File: src/verilog/bus_sizing_defs.vh
// constants for the dynamic bus sizing byte lane multiplexer
`ifndef BUS_SIZING_DEFS_VH
`define BUS_SIZING_DEFS_VH
`define SZ_LONG        2'b00
`define SZ_BYTE        2'b01
`define SZ_WORD        2'b10
`define SZ_THREE       2'b11
`define ACK_NONE       2'b00
`define ACK_PORT8      2'b01
`define ACK_PORT16     2'b10
`define ACK_PORT32     2'b11
`define ST_IDLE        2'b00
`define ST_CYCLE       2'b01
`define ST_DONE        2'b10
`define FIFO_DEPTH     32
`define FIFO_AW        5
`endif

File: src/verilog/bus_sizing_mux.v
// operand splitter and byte lane multiplexer for a dynamically sized 32-bit bus
`include "bus_sizing_defs.vh"
`timescale 1ns/100ps
`default_nettype none
// Summary of operation
// - 32-bit read takes bytes from addressed lane down
// - 16-bit read uses upper two lanes only
// - 8-bit read takes top lane, one byte
// - single byte written copied to all lanes
// - word write lanes depend on address bit zero
// - three-byte write lane patterns per offset
// - long word write lane patterns per offset
// - unused lanes carry listed filler byte
// - aligned long to 16-bit continues word at two
// - word to 8-bit port takes two cycles
// - alignment depends on size and address
// - misaligned data split, no exception raised
// - odd instruction fetch raises address error
// - misaligned long first cycle shows long size
// - second cycle three bytes at offset two
// - third cycle one byte at offset four
// - ack pair encodes wait or port width
// - size outputs encode remaining byte count
module bus_sizing_mux #(
   parameter DEPTH = `FIFO_DEPTH,
   parameter AW    = `FIFO_AW
) (
   input  wire        clk_i,                // 20 MHz clock
   input  wire        rst_b_i,              // async reset, low
   input  wire        req_valid_i,          // operand request
   output reg         req_ready_o,          // idle, request taken
   input  wire        req_write_i,          // 1 write, 0 read
   input  wire        req_fetch_i,          // instruction prefetch
   input  wire [1:0]  req_size_i,           // operand size code
   input  wire [31:0] req_addr_i,           // operand address
   input  wire [31:0] req_data_i,           // write operand, right justified
   output reg         cycle_o,              // bus cycle in progress
   output reg         write_o,              // cycle direction
   output reg  [31:0] addr_o,               // cycle address
   output reg         remaining_count_hi_o, // size output high
   output reg         remaining_count_lo_o, // size output low
   output reg  [31:0] data_o,               // write lanes
   input  wire [31:0] data_i,               // read lanes
   input  wire        port_ack_upper_i,     // termination ack upper
   input  wire        port_ack_lower_i,     // termination ack lower
   output reg         addr_error_o,         // address error pulse
   output reg         done_o,               // operand complete pulse
   output wire [31:0] rd_data_o,            // read operand out
   output wire        rd_valid_o,           // read operand valid
   input  wire        rd_ready_i            // read operand drain
);
   reg [1:0]  state_reg;
   reg [1:0]  rem_reg;
   reg [31:0] op_reg;
   reg [31:0] acc_reg;
   wire [1:0] ack = {port_ack_upper_i, port_ack_lower_i};
   wire       fifo_ready;
   reg  [2:0] n_take;
   reg  [2:0] n_left;
   reg  [31:0] acc_next;
   reg  [31:0] lanes_next;
   integer    k;

   // bytes remaining as 1..4
   function [2:0] cnt_of;
      input [1:0] sz;
      begin
         cnt_of = (sz == `SZ_LONG) ? 3'd4 : {1'b0, sz};
      end
   endfunction

   // operand byte j (0 most sig of remaining) among n remaining
   function [7:0] opb;
      input [31:0] op;
      input [2:0]  n;
      input [1:0]  j;
      reg   [2:0]  idx;
      begin
         idx = n - 3'd1 - {1'b0, j};
         opb = op[idx*8 +: 8];
      end
   endfunction

   // write lane pattern, top lane first
   function [31:0] lanes;
      input [31:0] op;
      input [1:0]  sz;
      input [1:0]  a;
      reg   [2:0]  n;
      begin
         n = cnt_of(sz);
         case (sz)
            `SZ_BYTE: lanes = {4{opb(op, n, 2'd0)}};
            `SZ_WORD: lanes = a[0] ? {opb(op,n,2'd0), opb(op,n,2'd0), opb(op,n,2'd1), opb(op,n,2'd0)}
                                   : {2{opb(op,n,2'd0), opb(op,n,2'd1)}};
            // three bytes; filler lanes kept as listed
            `SZ_THREE: begin
               case (a)
                  2'd0:    lanes = {opb(op,n,2'd0), opb(op,n,2'd1), opb(op,n,2'd2), op[31:24]};
                  2'd1:    lanes = {opb(op,n,2'd0), opb(op,n,2'd0), opb(op,n,2'd1), opb(op,n,2'd2)};
                  2'd2:    lanes = {2{opb(op,n,2'd0), opb(op,n,2'd1)}};
                  default: lanes = {opb(op,n,2'd0), opb(op,n,2'd0), opb(op,n,2'd1), opb(op,n,2'd0)};
               endcase
            end
            // long word; filler lanes at offsets one to three
            default: begin
               case (a)
                  2'd0:    lanes = op;
                  2'd1:    lanes = {op[31:24], op[31:24], op[23:16], op[15:8]};
                  2'd2:    lanes = {2{op[31:24], op[23:16]}};
                  default: lanes = {op[31:24], op[31:24], op[23:16], op[31:24]};
               endcase
            end
         endcase
      end
   endfunction

   // bytes a port accepts this cycle
   function [2:0] take_of;
      input [1:0] ak;
      input [1:0] a;
      input [2:0] n;
      reg   [2:0] room;
      begin
         case (ak)
            `ACK_PORT32: room = 3'd4 - {1'b0, a};
            `ACK_PORT16: room = 3'd2 - {2'b00, a[0]};
            default:     room = 3'd1;
         endcase
         take_of = (room < n) ? room : n;
      end
   endfunction

   function misaligned;
      input [1:0] sz;
      input [1:0] a;
      begin
         misaligned = (sz == `SZ_WORD) ? a[0] : (sz == `SZ_LONG) ? (a != 2'b00) : 1'b0;
      end
   endfunction

   always @* begin
      n_take = take_of(ack, addr_o[1:0], cnt_of(rem_reg));
      n_left = cnt_of(rem_reg) - n_take;
      acc_next = acc_reg;
      // first lane taken from the port's fixed lanes
      for (k = 0; k < 4; k = k + 1) begin
         if (k[2:0] < n_take) begin
            acc_next = {acc_next[23:0], 8'h00};
            case (ack)
               `ACK_PORT32: acc_next[7:0] = data_i[(3 - addr_o[1:0] - k[1:0])*8 +: 8];
               `ACK_PORT16: acc_next[7:0] = data_i[(3 - addr_o[0] - k[1:0])*8 +: 8];
               default:     acc_next[7:0] = data_i[31:24];
            endcase
         end
      end
      lanes_next = lanes(op_reg, n_left[1:0], addr_o[1:0] + n_take[1:0]);
   end

   always @(posedge clk_i or negedge rst_b_i) begin
      if (!rst_b_i) begin
         state_reg            <= `ST_IDLE;
         rem_reg              <= `SZ_LONG;
         op_reg               <= 32'h0000_0000;
         acc_reg              <= 32'h0000_0000;
         req_ready_o          <= 1'b0;
         cycle_o              <= 1'b0;
         write_o              <= 1'b0;
         addr_o               <= 32'h0000_0000;
         remaining_count_hi_o <= 1'b0;
         remaining_count_lo_o <= 1'b0;
         data_o               <= 32'h0000_0000;
         addr_error_o         <= 1'b0;
         done_o               <= 1'b0;
      end else begin
         addr_error_o <= 1'b0;
         done_o       <= 1'b0;
         case (state_reg)
            `ST_IDLE: begin
               // a full result fifo stalls every new request, read or write
               req_ready_o <= fifo_ready;
               if (req_valid_i && req_ready_o) begin
                  req_ready_o <= 1'b0;
                  // odd fetch never reaches the bus
                  if (req_fetch_i && misaligned(`SZ_WORD, req_addr_i[1:0])) begin
                     addr_error_o <= 1'b1;
                     state_reg    <= `ST_DONE;
                  end else begin
                     // misaligned starts as full size, all lanes
                     state_reg            <= `ST_CYCLE;
                     rem_reg              <= req_size_i;
                     op_reg               <= req_data_i;
                     acc_reg              <= 32'h0000_0000;
                     cycle_o              <= 1'b1;
                     write_o              <= req_write_i;
                     addr_o               <= req_addr_i;
                     {remaining_count_hi_o, remaining_count_lo_o} <= req_size_i;
                     data_o               <= lanes(req_data_i, req_size_i, req_addr_i[1:0]);
                  end
               end
            end
            `ST_CYCLE: begin
               // no ack means wait, otherwise ack gives width
               if (ack != `ACK_NONE) begin
                  acc_reg <= acc_next;
                  if (n_left == 3'd0) begin
                     cycle_o   <= 1'b0;
                     done_o    <= 1'b1;
                     state_reg <= `ST_DONE;
                  end else begin
                     addr_o  <= addr_o + {29'd0, n_take};
                     rem_reg <= n_left[1:0];
                     {remaining_count_hi_o, remaining_count_lo_o} <= n_left[1:0];
                     data_o  <= lanes_next;
                  end
               end
            end
            default: begin
               // ready waits a cycle: the fifo count settles after the push
               state_reg   <= `ST_IDLE;
               req_ready_o <= 1'b0;
            end
         endcase
      end
   end

   // completed read operand enters the fifo on the done pulse
   sizing_fifo #(
      .WIDTH (32),
      .DEPTH (DEPTH),
      .AW    (AW)
   ) result_fifo (
      .clk_i       (clk_i),
      .rst_b_i     (rst_b_i),
      .in_data_i   (acc_reg),
      .in_valid_i  (done_o & ~write_o),
      .in_ready_o  (fifo_ready),
      .out_data_o  (rd_data_o),
      .out_valid_o (rd_valid_o),
      .out_ready_i (rd_ready_i)
   );

endmodule
`default_nettype wire

File: src/verilog/sizing_fifo.v
// parameterised valid/ready fifo for completed read operands
`timescale 1ns/100ps
`default_nettype none
module sizing_fifo #(
   parameter WIDTH = 32,
   parameter DEPTH = 32,
   parameter AW    = 5
) (
   input  wire             clk_i,     // clock
   input  wire             rst_b_i,   // async reset, low
   input  wire [WIDTH-1:0] in_data_i, // write data
   input  wire             in_valid_i,// write valid
   output wire             in_ready_o,// not full
   output wire [WIDTH-1:0] out_data_o,// read data
   output wire             out_valid_o,// not empty
   input  wire             out_ready_i // drain
);
   reg [WIDTH-1:0] mem [0:DEPTH-1];
   reg [AW-1:0]    wr_reg;
   reg [AW-1:0]    rd_reg;
   reg [AW:0]      cnt_reg;
   reg             room_reg;
   reg             fill_reg;
   wire            push;
   wire            pop;
   // flags kept in flops so the outputs come from registers
   assign in_ready_o  = room_reg;
   assign out_valid_o = fill_reg;
   assign out_data_o  = mem[rd_reg];
   assign push = in_valid_i & in_ready_o;
   assign pop  = out_valid_o & out_ready_i;
   always @(posedge clk_i) begin
      if (push) begin
         mem[wr_reg] <= in_data_i;
      end
   end
   always @(posedge clk_i or negedge rst_b_i) begin
      if (!rst_b_i) begin
         wr_reg  <= {AW{1'b0}};
         rd_reg  <= {AW{1'b0}};
         cnt_reg <= {(AW+1){1'b0}};
         room_reg <= 1'b1;
         fill_reg <= 1'b0;
      end else begin
         if (push) begin
            wr_reg <= (wr_reg == DEPTH[AW-1:0] - 1'b1) ? {AW{1'b0}} : wr_reg + 1'b1;
         end
         if (pop) begin
            rd_reg <= (rd_reg == DEPTH[AW-1:0] - 1'b1) ? {AW{1'b0}} : rd_reg + 1'b1;
         end
         if (push && !pop) begin
            cnt_reg  <= cnt_reg + 1'b1;
            fill_reg <= 1'b1;
            room_reg <= (cnt_reg != DEPTH[AW:0] - 1'b1);
         end else if (pop && !push) begin
            cnt_reg  <= cnt_reg - 1'b1;
            fill_reg <= (cnt_reg != {{AW{1'b0}}, 1'b1});
            room_reg <= 1'b1;
         end
      end
   end
endmodule
`default_nettype wire
File: config.mk
export PLATFORM = sky130hd
export DESIGN_NAME = bus_sizing_mux
export DESIGN_NICKNAME = d
export VERILOG_FILES = /design/src/verilog/bus_sizing_mux.v /design/src/verilog/sizing_fifo.v
export VERILOG_INCLUDE_DIRS = /design/src /design/src/verilog
export SDC_FILE = /design/constraint.sdc
export NUM_CORES = 2
export LEC_CHECK = 0
export ABC_AREA = 1
export BUFFER_PORTS_ARGS = -buffer_cell sky130_fd_sc_hd__buf_4
export CAP_MARGIN = 10
export CORE_MARGIN = 8
export CORE_UTILIZATION = 50
export CTS_BUF_LIST = sky130_fd_sc_hd__clkbuf_8 sky130_fd_sc_hd__clkbuf_16
export DETAILED_ROUTE_END_ITERATION = 7
export PLACE_DENSITY_LB_ADDON = 0.3
export SKIP_CTS_REPAIR_TIMING = 1
export SYNTH_ARGS = -nofsm -noshare
export SYNTH_HDL_FRONTEND = slang
export SYNTH_SLANG_ARGS = --single-unit
File: constraint.sdc
create_clock -name clk_i -period 12.7 [get_ports clk_i]
set_input_delay 1.27 -clock clk_i [delete_from_list [all_inputs] [get_ports clk_i]]
set_output_delay 1.27 -clock clk_i [all_outputs]
set_load 0.02 [all_outputs]
## Yosys cells after proc, flatten, opt, wreduce, memory -nomap -nowiden

Memory sizes are Yosys's and may differ from the RTL's.
Cells that the tools add are included.

- Register bits: 157
- Bits in writable memories: 1,024
- Bits of input ports: 106
- Output and inout port bits: 104
- Word-level logic and storage cells: 190
- Memories: 1

Memories:

| memory | words | bits a word | read ports | clocked after memory_dff | write ports | line | text |
|---|---|---|---|---|---|---|---|
| result_fifo.mem | 32 | 32 | 1 | 0 | 1 | sizing_fifo.v:18 | `reg [WIDTH-1:0] mem [0:DEPTH-1];` |

- Add/sub/neg operators: 23
- $lt $le $gt $ge: 5
- Equal/unequal tests: 23
- Shift operators: 14
- Mux-type cells: 78
- Bitwise operators: 5
- Reductions and logical operators: 22

Operators with widths:

| operator | count |
|---|---|
| 2-to-1 mux 32 bit | 15 |
| one-hot mux 24 bit (3 select lines) | 4 |
| variable part select 32 x 33 -> 8 bit | 8 |
| one-hot mux 32 bit (2 select lines) | 3 |
| one-hot mux 32 bit (3 select lines) | 2 |
| variable part select 32 x 7 -> 8 bit | 6 |
| one-hot mux 8 bit (2 select lines) | 4 |
| subtractor 29 x 1 -> 29 bit, second input constant | 2 |
| subtractor 29 x 2 -> 29 bit, second input constant | 2 |
| 2-to-1 mux 24 bit | 2 |
| adder 32 x 3 -> 32 bit | 1 |
| 2-to-1 mux 1 bit | 25 |
| equality test 2 bit, second input constant | 8 |
| 2-to-1 mux 2 bit | 8 |
| AND reduction 5 bit | 3 |
| zero test 2 bit | 6 |
| 2-to-1 mux 3 bit | 4 |
| 2-to-1 mux 6 bit | 2 |
| subtractor 3 x 1 -> 3 bit, second input constant | 4 |
| adder 5 x 1 -> 5 bit, second input constant | 2 |
| equality test 2 x 1 -> 1 bit, second input constant | 5 |
| equality test 5 bit, second input constant | 2 |
| 2-to-1 mux 5 bit | 2 |
| != test 2 bit, second input constant | 5 |
| 26 further kinds | 45 |

## Logic depth before layout (Yosys ltp)

- Depth in word-level cells: 15
- Mapped depth: 31
- Mapped depth without buffers: 27

## Modules after synthesis

Synthesis repeated with hierarchy kept, for this count alone.

- Cells, all modules: 5,969
- Area total of the unflattened synthesis: 56,025.0 um2

Modules (own cells, without submodules):

| module | times used | cells each | area each (um2) | sequential area each (um2) |
|---|---|---|---|---|
| sizing_fifo | 1 | 3,618 | 42,353.1 | 31,201.2 |
| bus_sizing_mux | 1 | 2,351 | 13,671.9 | 3,428.3 |

## Least setup slack after synthesis

OpenSTA, ideal clock, no wires.

- Path type: input port to flip-flop
- Start point: input port port_ack_upper_i
- End point: register data_o[1]
- Library setup time: 0.118 ns
- Data arrival time: 5.158 ns
- Data required time: 12.582 ns
- Setup slack: 7.425 ns
- Stages on the path: 28
- Path buffers: 5
- Cell sequence: buf_4 > clkbuf_1 > clkbuf_1 > nand3_1 > inv_1 > ha_1 > nand2_1 > inv_1 > a21oi_2 > nand2_1 > nand2_1 > clkbuf_1 > ha_1 > fa_1 > ha_1 > inv_1 > clkbuf_1 > o21ai_0 > inv_1 > nand2_1 > nand3_1 > nand2_1 > inv_1 > nand2_1 > nand2_1 > nand2_1 > nand3_1 > nand2_1

- Word-level cells in the longest chain between the ends: 15
- Elaborated cells on any way between the ends: 33
- Classes of those cells: add/sub (5); order compare (1); eq/ne (9); shift (3); mux (10); reduce/logical (5)

RTL lines:

| element | line | text |
|---|---|---|
| start, declared | bus_sizing_mux.v:44 | `input wire port_ack_upper_i,` |
| equality test 2 bit | bus_sizing_mux.v:125 | `case (ak)` |
| one-hot mux 3 bit (2 select lines) | bus_sizing_mux.v:125 |  |
| < comparator 3 bit | bus_sizing_mux.v:130 | `take_of = (room < n) ? room : n;` |
| 2-to-1 mux 3 bit | bus_sizing_mux.v:130 |  |
| subtractor 3 bit | bus_sizing_mux.v:144 | `n_left = cnt_of(rem_reg) - n_take;` |
| zero test 2 bit (no line) | - |  |
| 2-to-1 mux 3 bit | bus_sizing_mux.v:68 | `` cnt_of = (sz == `SZ_LONG) ? 3'd4 : {1'b0, sz}; `` |
| subtractor 3 x 1 -> 3 bit | bus_sizing_mux.v:79 | `idx = n - 3'd1 - {1'b0, j};` |
| subtractor 3 x 1 -> 3 bit or subtractor 3 x 2 -> 3 bit (tied branches) | bus_sizing_mux.v:79 |  |
| variable part select 32 x 7 -> 8 bit | bus_sizing_mux.v:80 | `opb = op[idx*8 +: 8];` |
| one-hot mux 24 bit (3 select lines) or 2-to-1 mux 24 bit (tied branches) | bus_sizing_mux.v:98, bus_sizing_mux.v:94 |  |
| one-hot mux 32 bit (3 select lines) | bus_sizing_mux.v:92 | `case (sz)` |
| 2-to-1 mux 32 bit | bus_sizing_mux.v:206 | `if (n_left == 3'd0) begin` |
| 2-to-1 mux 32 bit | bus_sizing_mux.v:204 | `` if (ack != `ACK_NONE) begin `` |
| one-hot mux 32 bit (2 select lines) | bus_sizing_mux.v:178 | `case (state_reg)` |
| end signal, assigned | bus_sizing_mux.v:198 | `data_o <= lanes(req_data_i, req_size_i, req_addr_i[1:0]);` |
| end signal, assigned | bus_sizing_mux.v:214 | `data_o <= lanes_next;` |
| end, declared | bus_sizing_mux.v:42 | `output reg [31:0] data_o,` |

Several ways; a longest one is shown, not always the timed one. The select of a mux whose other input is x is not followed.
A chain may end at the register's enable or synchronous reset.

## Worst setup path after layout

- Start point: register result_fifo.rd_reg[1]
- End point: output port rd_data_o[13]

- Word-level cells in the longest chain between the ends: 1

RTL lines:

| element | line | text |
|---|---|---|
| start, declared | sizing_fifo.v:20 | `reg [AW-1:0] rd_reg;` |
| start signal, assigned | sizing_fifo.v:40 | `rd_reg <= {AW{1'b0}};` |
| start signal, assigned | sizing_fifo.v:49 | `rd_reg <= (rd_reg == DEPTH[AW-1:0] - 1'b1) ? {AW{1'b0}} : rd_reg + 1'b1;` |
| memory (32 x 32 bit) | - |  |
| end, declared | bus_sizing_mux.v:48 | `output wire [31:0] rd_data_o,` |

Every way passes these cells.

==> run_results.csv <==
group,metric,value,unit
global_routing,gr-total-overflow,0,
logic_synthesis,synth_seq_cells,1179,
timing,post-route-period-util,0.527,
routing,detail_route.wl_per_cell,24.4,um
final_layout,syn_to_final_growth,12.1,%
setup_path,critPathBufInv,4,
setup_path,cp_slowest_cell,"buf_4",
global_routing,antenna_found_initial,2,
logic_synthesis,async_flop_share,0.131,
clocking,clockBufferDepth,3,
status,status,"finished, violations left",
placement,place.gp.congestion,0.957,
run,drv_cap,0,
power_and_ir_drop,power_density,302,nW/um^2
routing,drt_iter0_drc,5632,
clocking,ctsHtreeMaxLevel,3,
setup_path,crit_path_end_kind,"output port",
setup_path,r2r_cells,23,
logic_synthesis,ys_types,55,
logic_synthesis,ys_top_cells_by_count,"1,024 x edfxtp_1, 986 x nand2_1, 858 x o21ai_0",
logic_synthesis,synth_seq_area_share,0.633,
power_and_ir_drop,switching_share,0.484,
clocking,cts_tree,"done",
power_and_ir_drop,p_switching,0.00894,W
floorplanning,io_pins,210,
placement,hpwl,98.7,mm
routing,totalWireLength,173,mm
power_and_ir_drop,power.internal,0.00954,W
timing,finalSetupViolCount,0,
floorplanning,die_y,347,um
logic_synthesis,synth_cells,5505,
setup_path,crit_fanout,86,
setup_path,cp.depth,10,
timing,rsz0062_at_grt,"no",
power_and_ir_drop,finalPower,0.0185,W
timing,timing.fmax,149,MHz
final_layout,design_area,61300,um^2
timing,fin_crit,6.69,ns
timing,finalSetupTns,0,ns
placement,post_dp_cell_area,57400,um^2
timing,finalMaxSlewViolations,49,
global_routing,grt_pass1_wl,256,mm
global_routing,grt_max_degree,228,
setup_path,worstPathRequired,11.43,ns
power_and_ir_drop,vdd_ir_drop_max,0.000389,V
logic_synthesis,yosysTopAreaCell,"edfxtp_1",
logic_synthesis,yosys_warnings,0,
logic_synthesis,ys.flop_type,"edfxtp_1",
global_routing,grt_usage,0.275,
power_and_ir_drop,p_leak,22.7,nW
setup_path,cp.arrival,5.42,ns
floorplanning,fp.dieArea,120000,um^2
final_layout,nets,5678,
logic_synthesis,yosys-top-cells-area,"edfxtp_1 56%, o21ai_0 7.9%, dfrtp_1 7.0%",
timing,skew,0.0506,ns
timing,relSlewSlack,-0.0318,
floorplanning,die_x,347,um
setup_path,critical_path.top_delay_family,"buffers and inverters",
floorplanning,floorplan.initialDensity,0.503,
logic_synthesis,yosysTopAreaCellShare,0.562,
status,violations,"slew limit",
clocking,numCtsBuffers,118,
setup_path,max_stage_delay,0.87,ns
final_layout,largest_reg_flops,1024,
floorplanning,core,109000,um^2
routing,drc,0,
routing,dr_total_vias,43605,
power_and_ir_drop,seqPwrFrac,0.297,
timing,hold_slack,0.484,ns
logic_synthesis,yosys.cell_count.top_type,"edfxtp_1",
timing,tightest_slew,1.55,ns
setup_path,path_cells,"buf_4 > buf_4 > buf_4 > o21ai_0 > o22ai_1 > nand2_1 > nand2_1 > a21oi_1 > o31ai_1 > buf_4",
timing,timing.final.hold_violations,0,
clocking,path_clk_slew,0.06,ns
hold_path,hp-class,"reg2reg",
setup_path,cp-start-kind,"flip-flop",
setup_path,cp_common_cell,"buf_4",
clocking,clock_latency,0.72,ns
routing,drt.antenna.violating_nets,0,
placement,io_buffers,209,
power_and_ir_drop,pwr-share-comb,0.517,
routing,routed_via_density,6.18,
global_routing,grt_pass1_vias,40302,
logic_synthesis,postSynthAreaPerCell,9.94,um^2
logic_synthesis,synth_fp_nets,5643,
clocking,cts.sinks,1179,
hold_path,holdPathStages,2,
routing,first_pass_iters,6,
logic_synthesis,synth_edf_count,1024,
final_layout,drive_gt1_frac,0.0969,
floorplanning,row_count,121,
logic_synthesis,syn-cell-area,54700,um^2
power_and_ir_drop,p_clk_frac,0.186,
final_layout,largest_register,"result_fifo.mem",
clocking,root_buffer,"clkbuf_16",
setup_path,setup.worst_path.class,"reg2out",
-- stage by stage --
step	utilization	setup WS [ns]	instances
finish	0.564	6.01	7058
global route	0.564	5.86	7057
CTS	0.563	6.06	7055
detailed placement	0.528	5.99	6832
global placement	0.528	6.10	6832
floorplan	-	7.42	5505
-- power groups by stage --
stage | Sequential [W] | Clock, W | Combinational, W
floorplan | 0.00535 | 0 | 0.00654
global placement | 0.00556 | 0 | 0.00927
detailed placement | 0.00556 | 0 | 0.00932
CTS | 0.00549 | 0.00346 | 0.00935
global route | 0.00553 | 0.00362 | 0.0105
finish | 0.00549 | 0.00344 | 0.00955
-- logic make-up (layout without fill, tap and decap cells) --
family,count (synthesis),in the layout,share of synthesized area
other,0,1,0
AO/OA/AOI/OAI,1497,1497,0.151
XOR/XNOR,20,20,0.00320
flip-flops,1179,1179,0.633
AND/OR/NAND/NOR,2146,2146,0.159
buffers and inverters,631,769,0.0460
adder cells (fa/ha/maj),32,32,0.00760
-- placed cells by master (no fill, tap or decap), drive strengths merged, types with 63 or more instances in the layout --
cell type  Yosys  routed
edfxtp      1024    1024
nand2        991     991
o21ai        895     895
nor2         782     782
o22ai        328     328
nand3        292     292
buf           98     285
inv          251     278
a21oi        156     156
dfrtp        154     154
clkbuf       272     127
clkinv        10      63
-- worst paths after layout --
path                                  startpoint            end  slack [ns]
max                        result_fifo.rd_reg[1]  rd_data_o[13]        6.01
min                                  acc_reg[25]    acc_reg[25]        0.48
max reg2reg                            addr_o[0]      data_o[6]        6.27
min reg2reg                          acc_reg[25]    acc_reg[25]        0.48
max in group asynchronous                rst_b_i      op_reg[8]       10.50
min in group asynchronous                rst_b_i     acc_reg[1]        0.67
-- layout make-up --
cell class	instances	area (um^2)
diodes	1	2.50
clock buffers	127	3100
clock inverters	96	767
fillers	9183	47400
inverters	261	998
multi-input cells	3695	17800
flip-flops and latches	1179	34600
well taps	1414	1770
repair buffers	285	2210
-- per-layer routing --
layer / vias to the layer above / global-route usage / wire length, um
li1: 19598 / - / -
met1: 21080 / 0.383 / 69500
met2: 2549 / 0.430 / 78000
met3: 374 / 0.0582 / 18700
met4: 4 / 0.0935 / 6250
met5: - / 0 / 23
-- tightest hold or removal path, cell delays in order (launching register included) --
cell,delay [ns]
dfrtp_1,0.34
nand2_1,0.06
nand2_1,0.05
(Power assumes the default switching activity.)
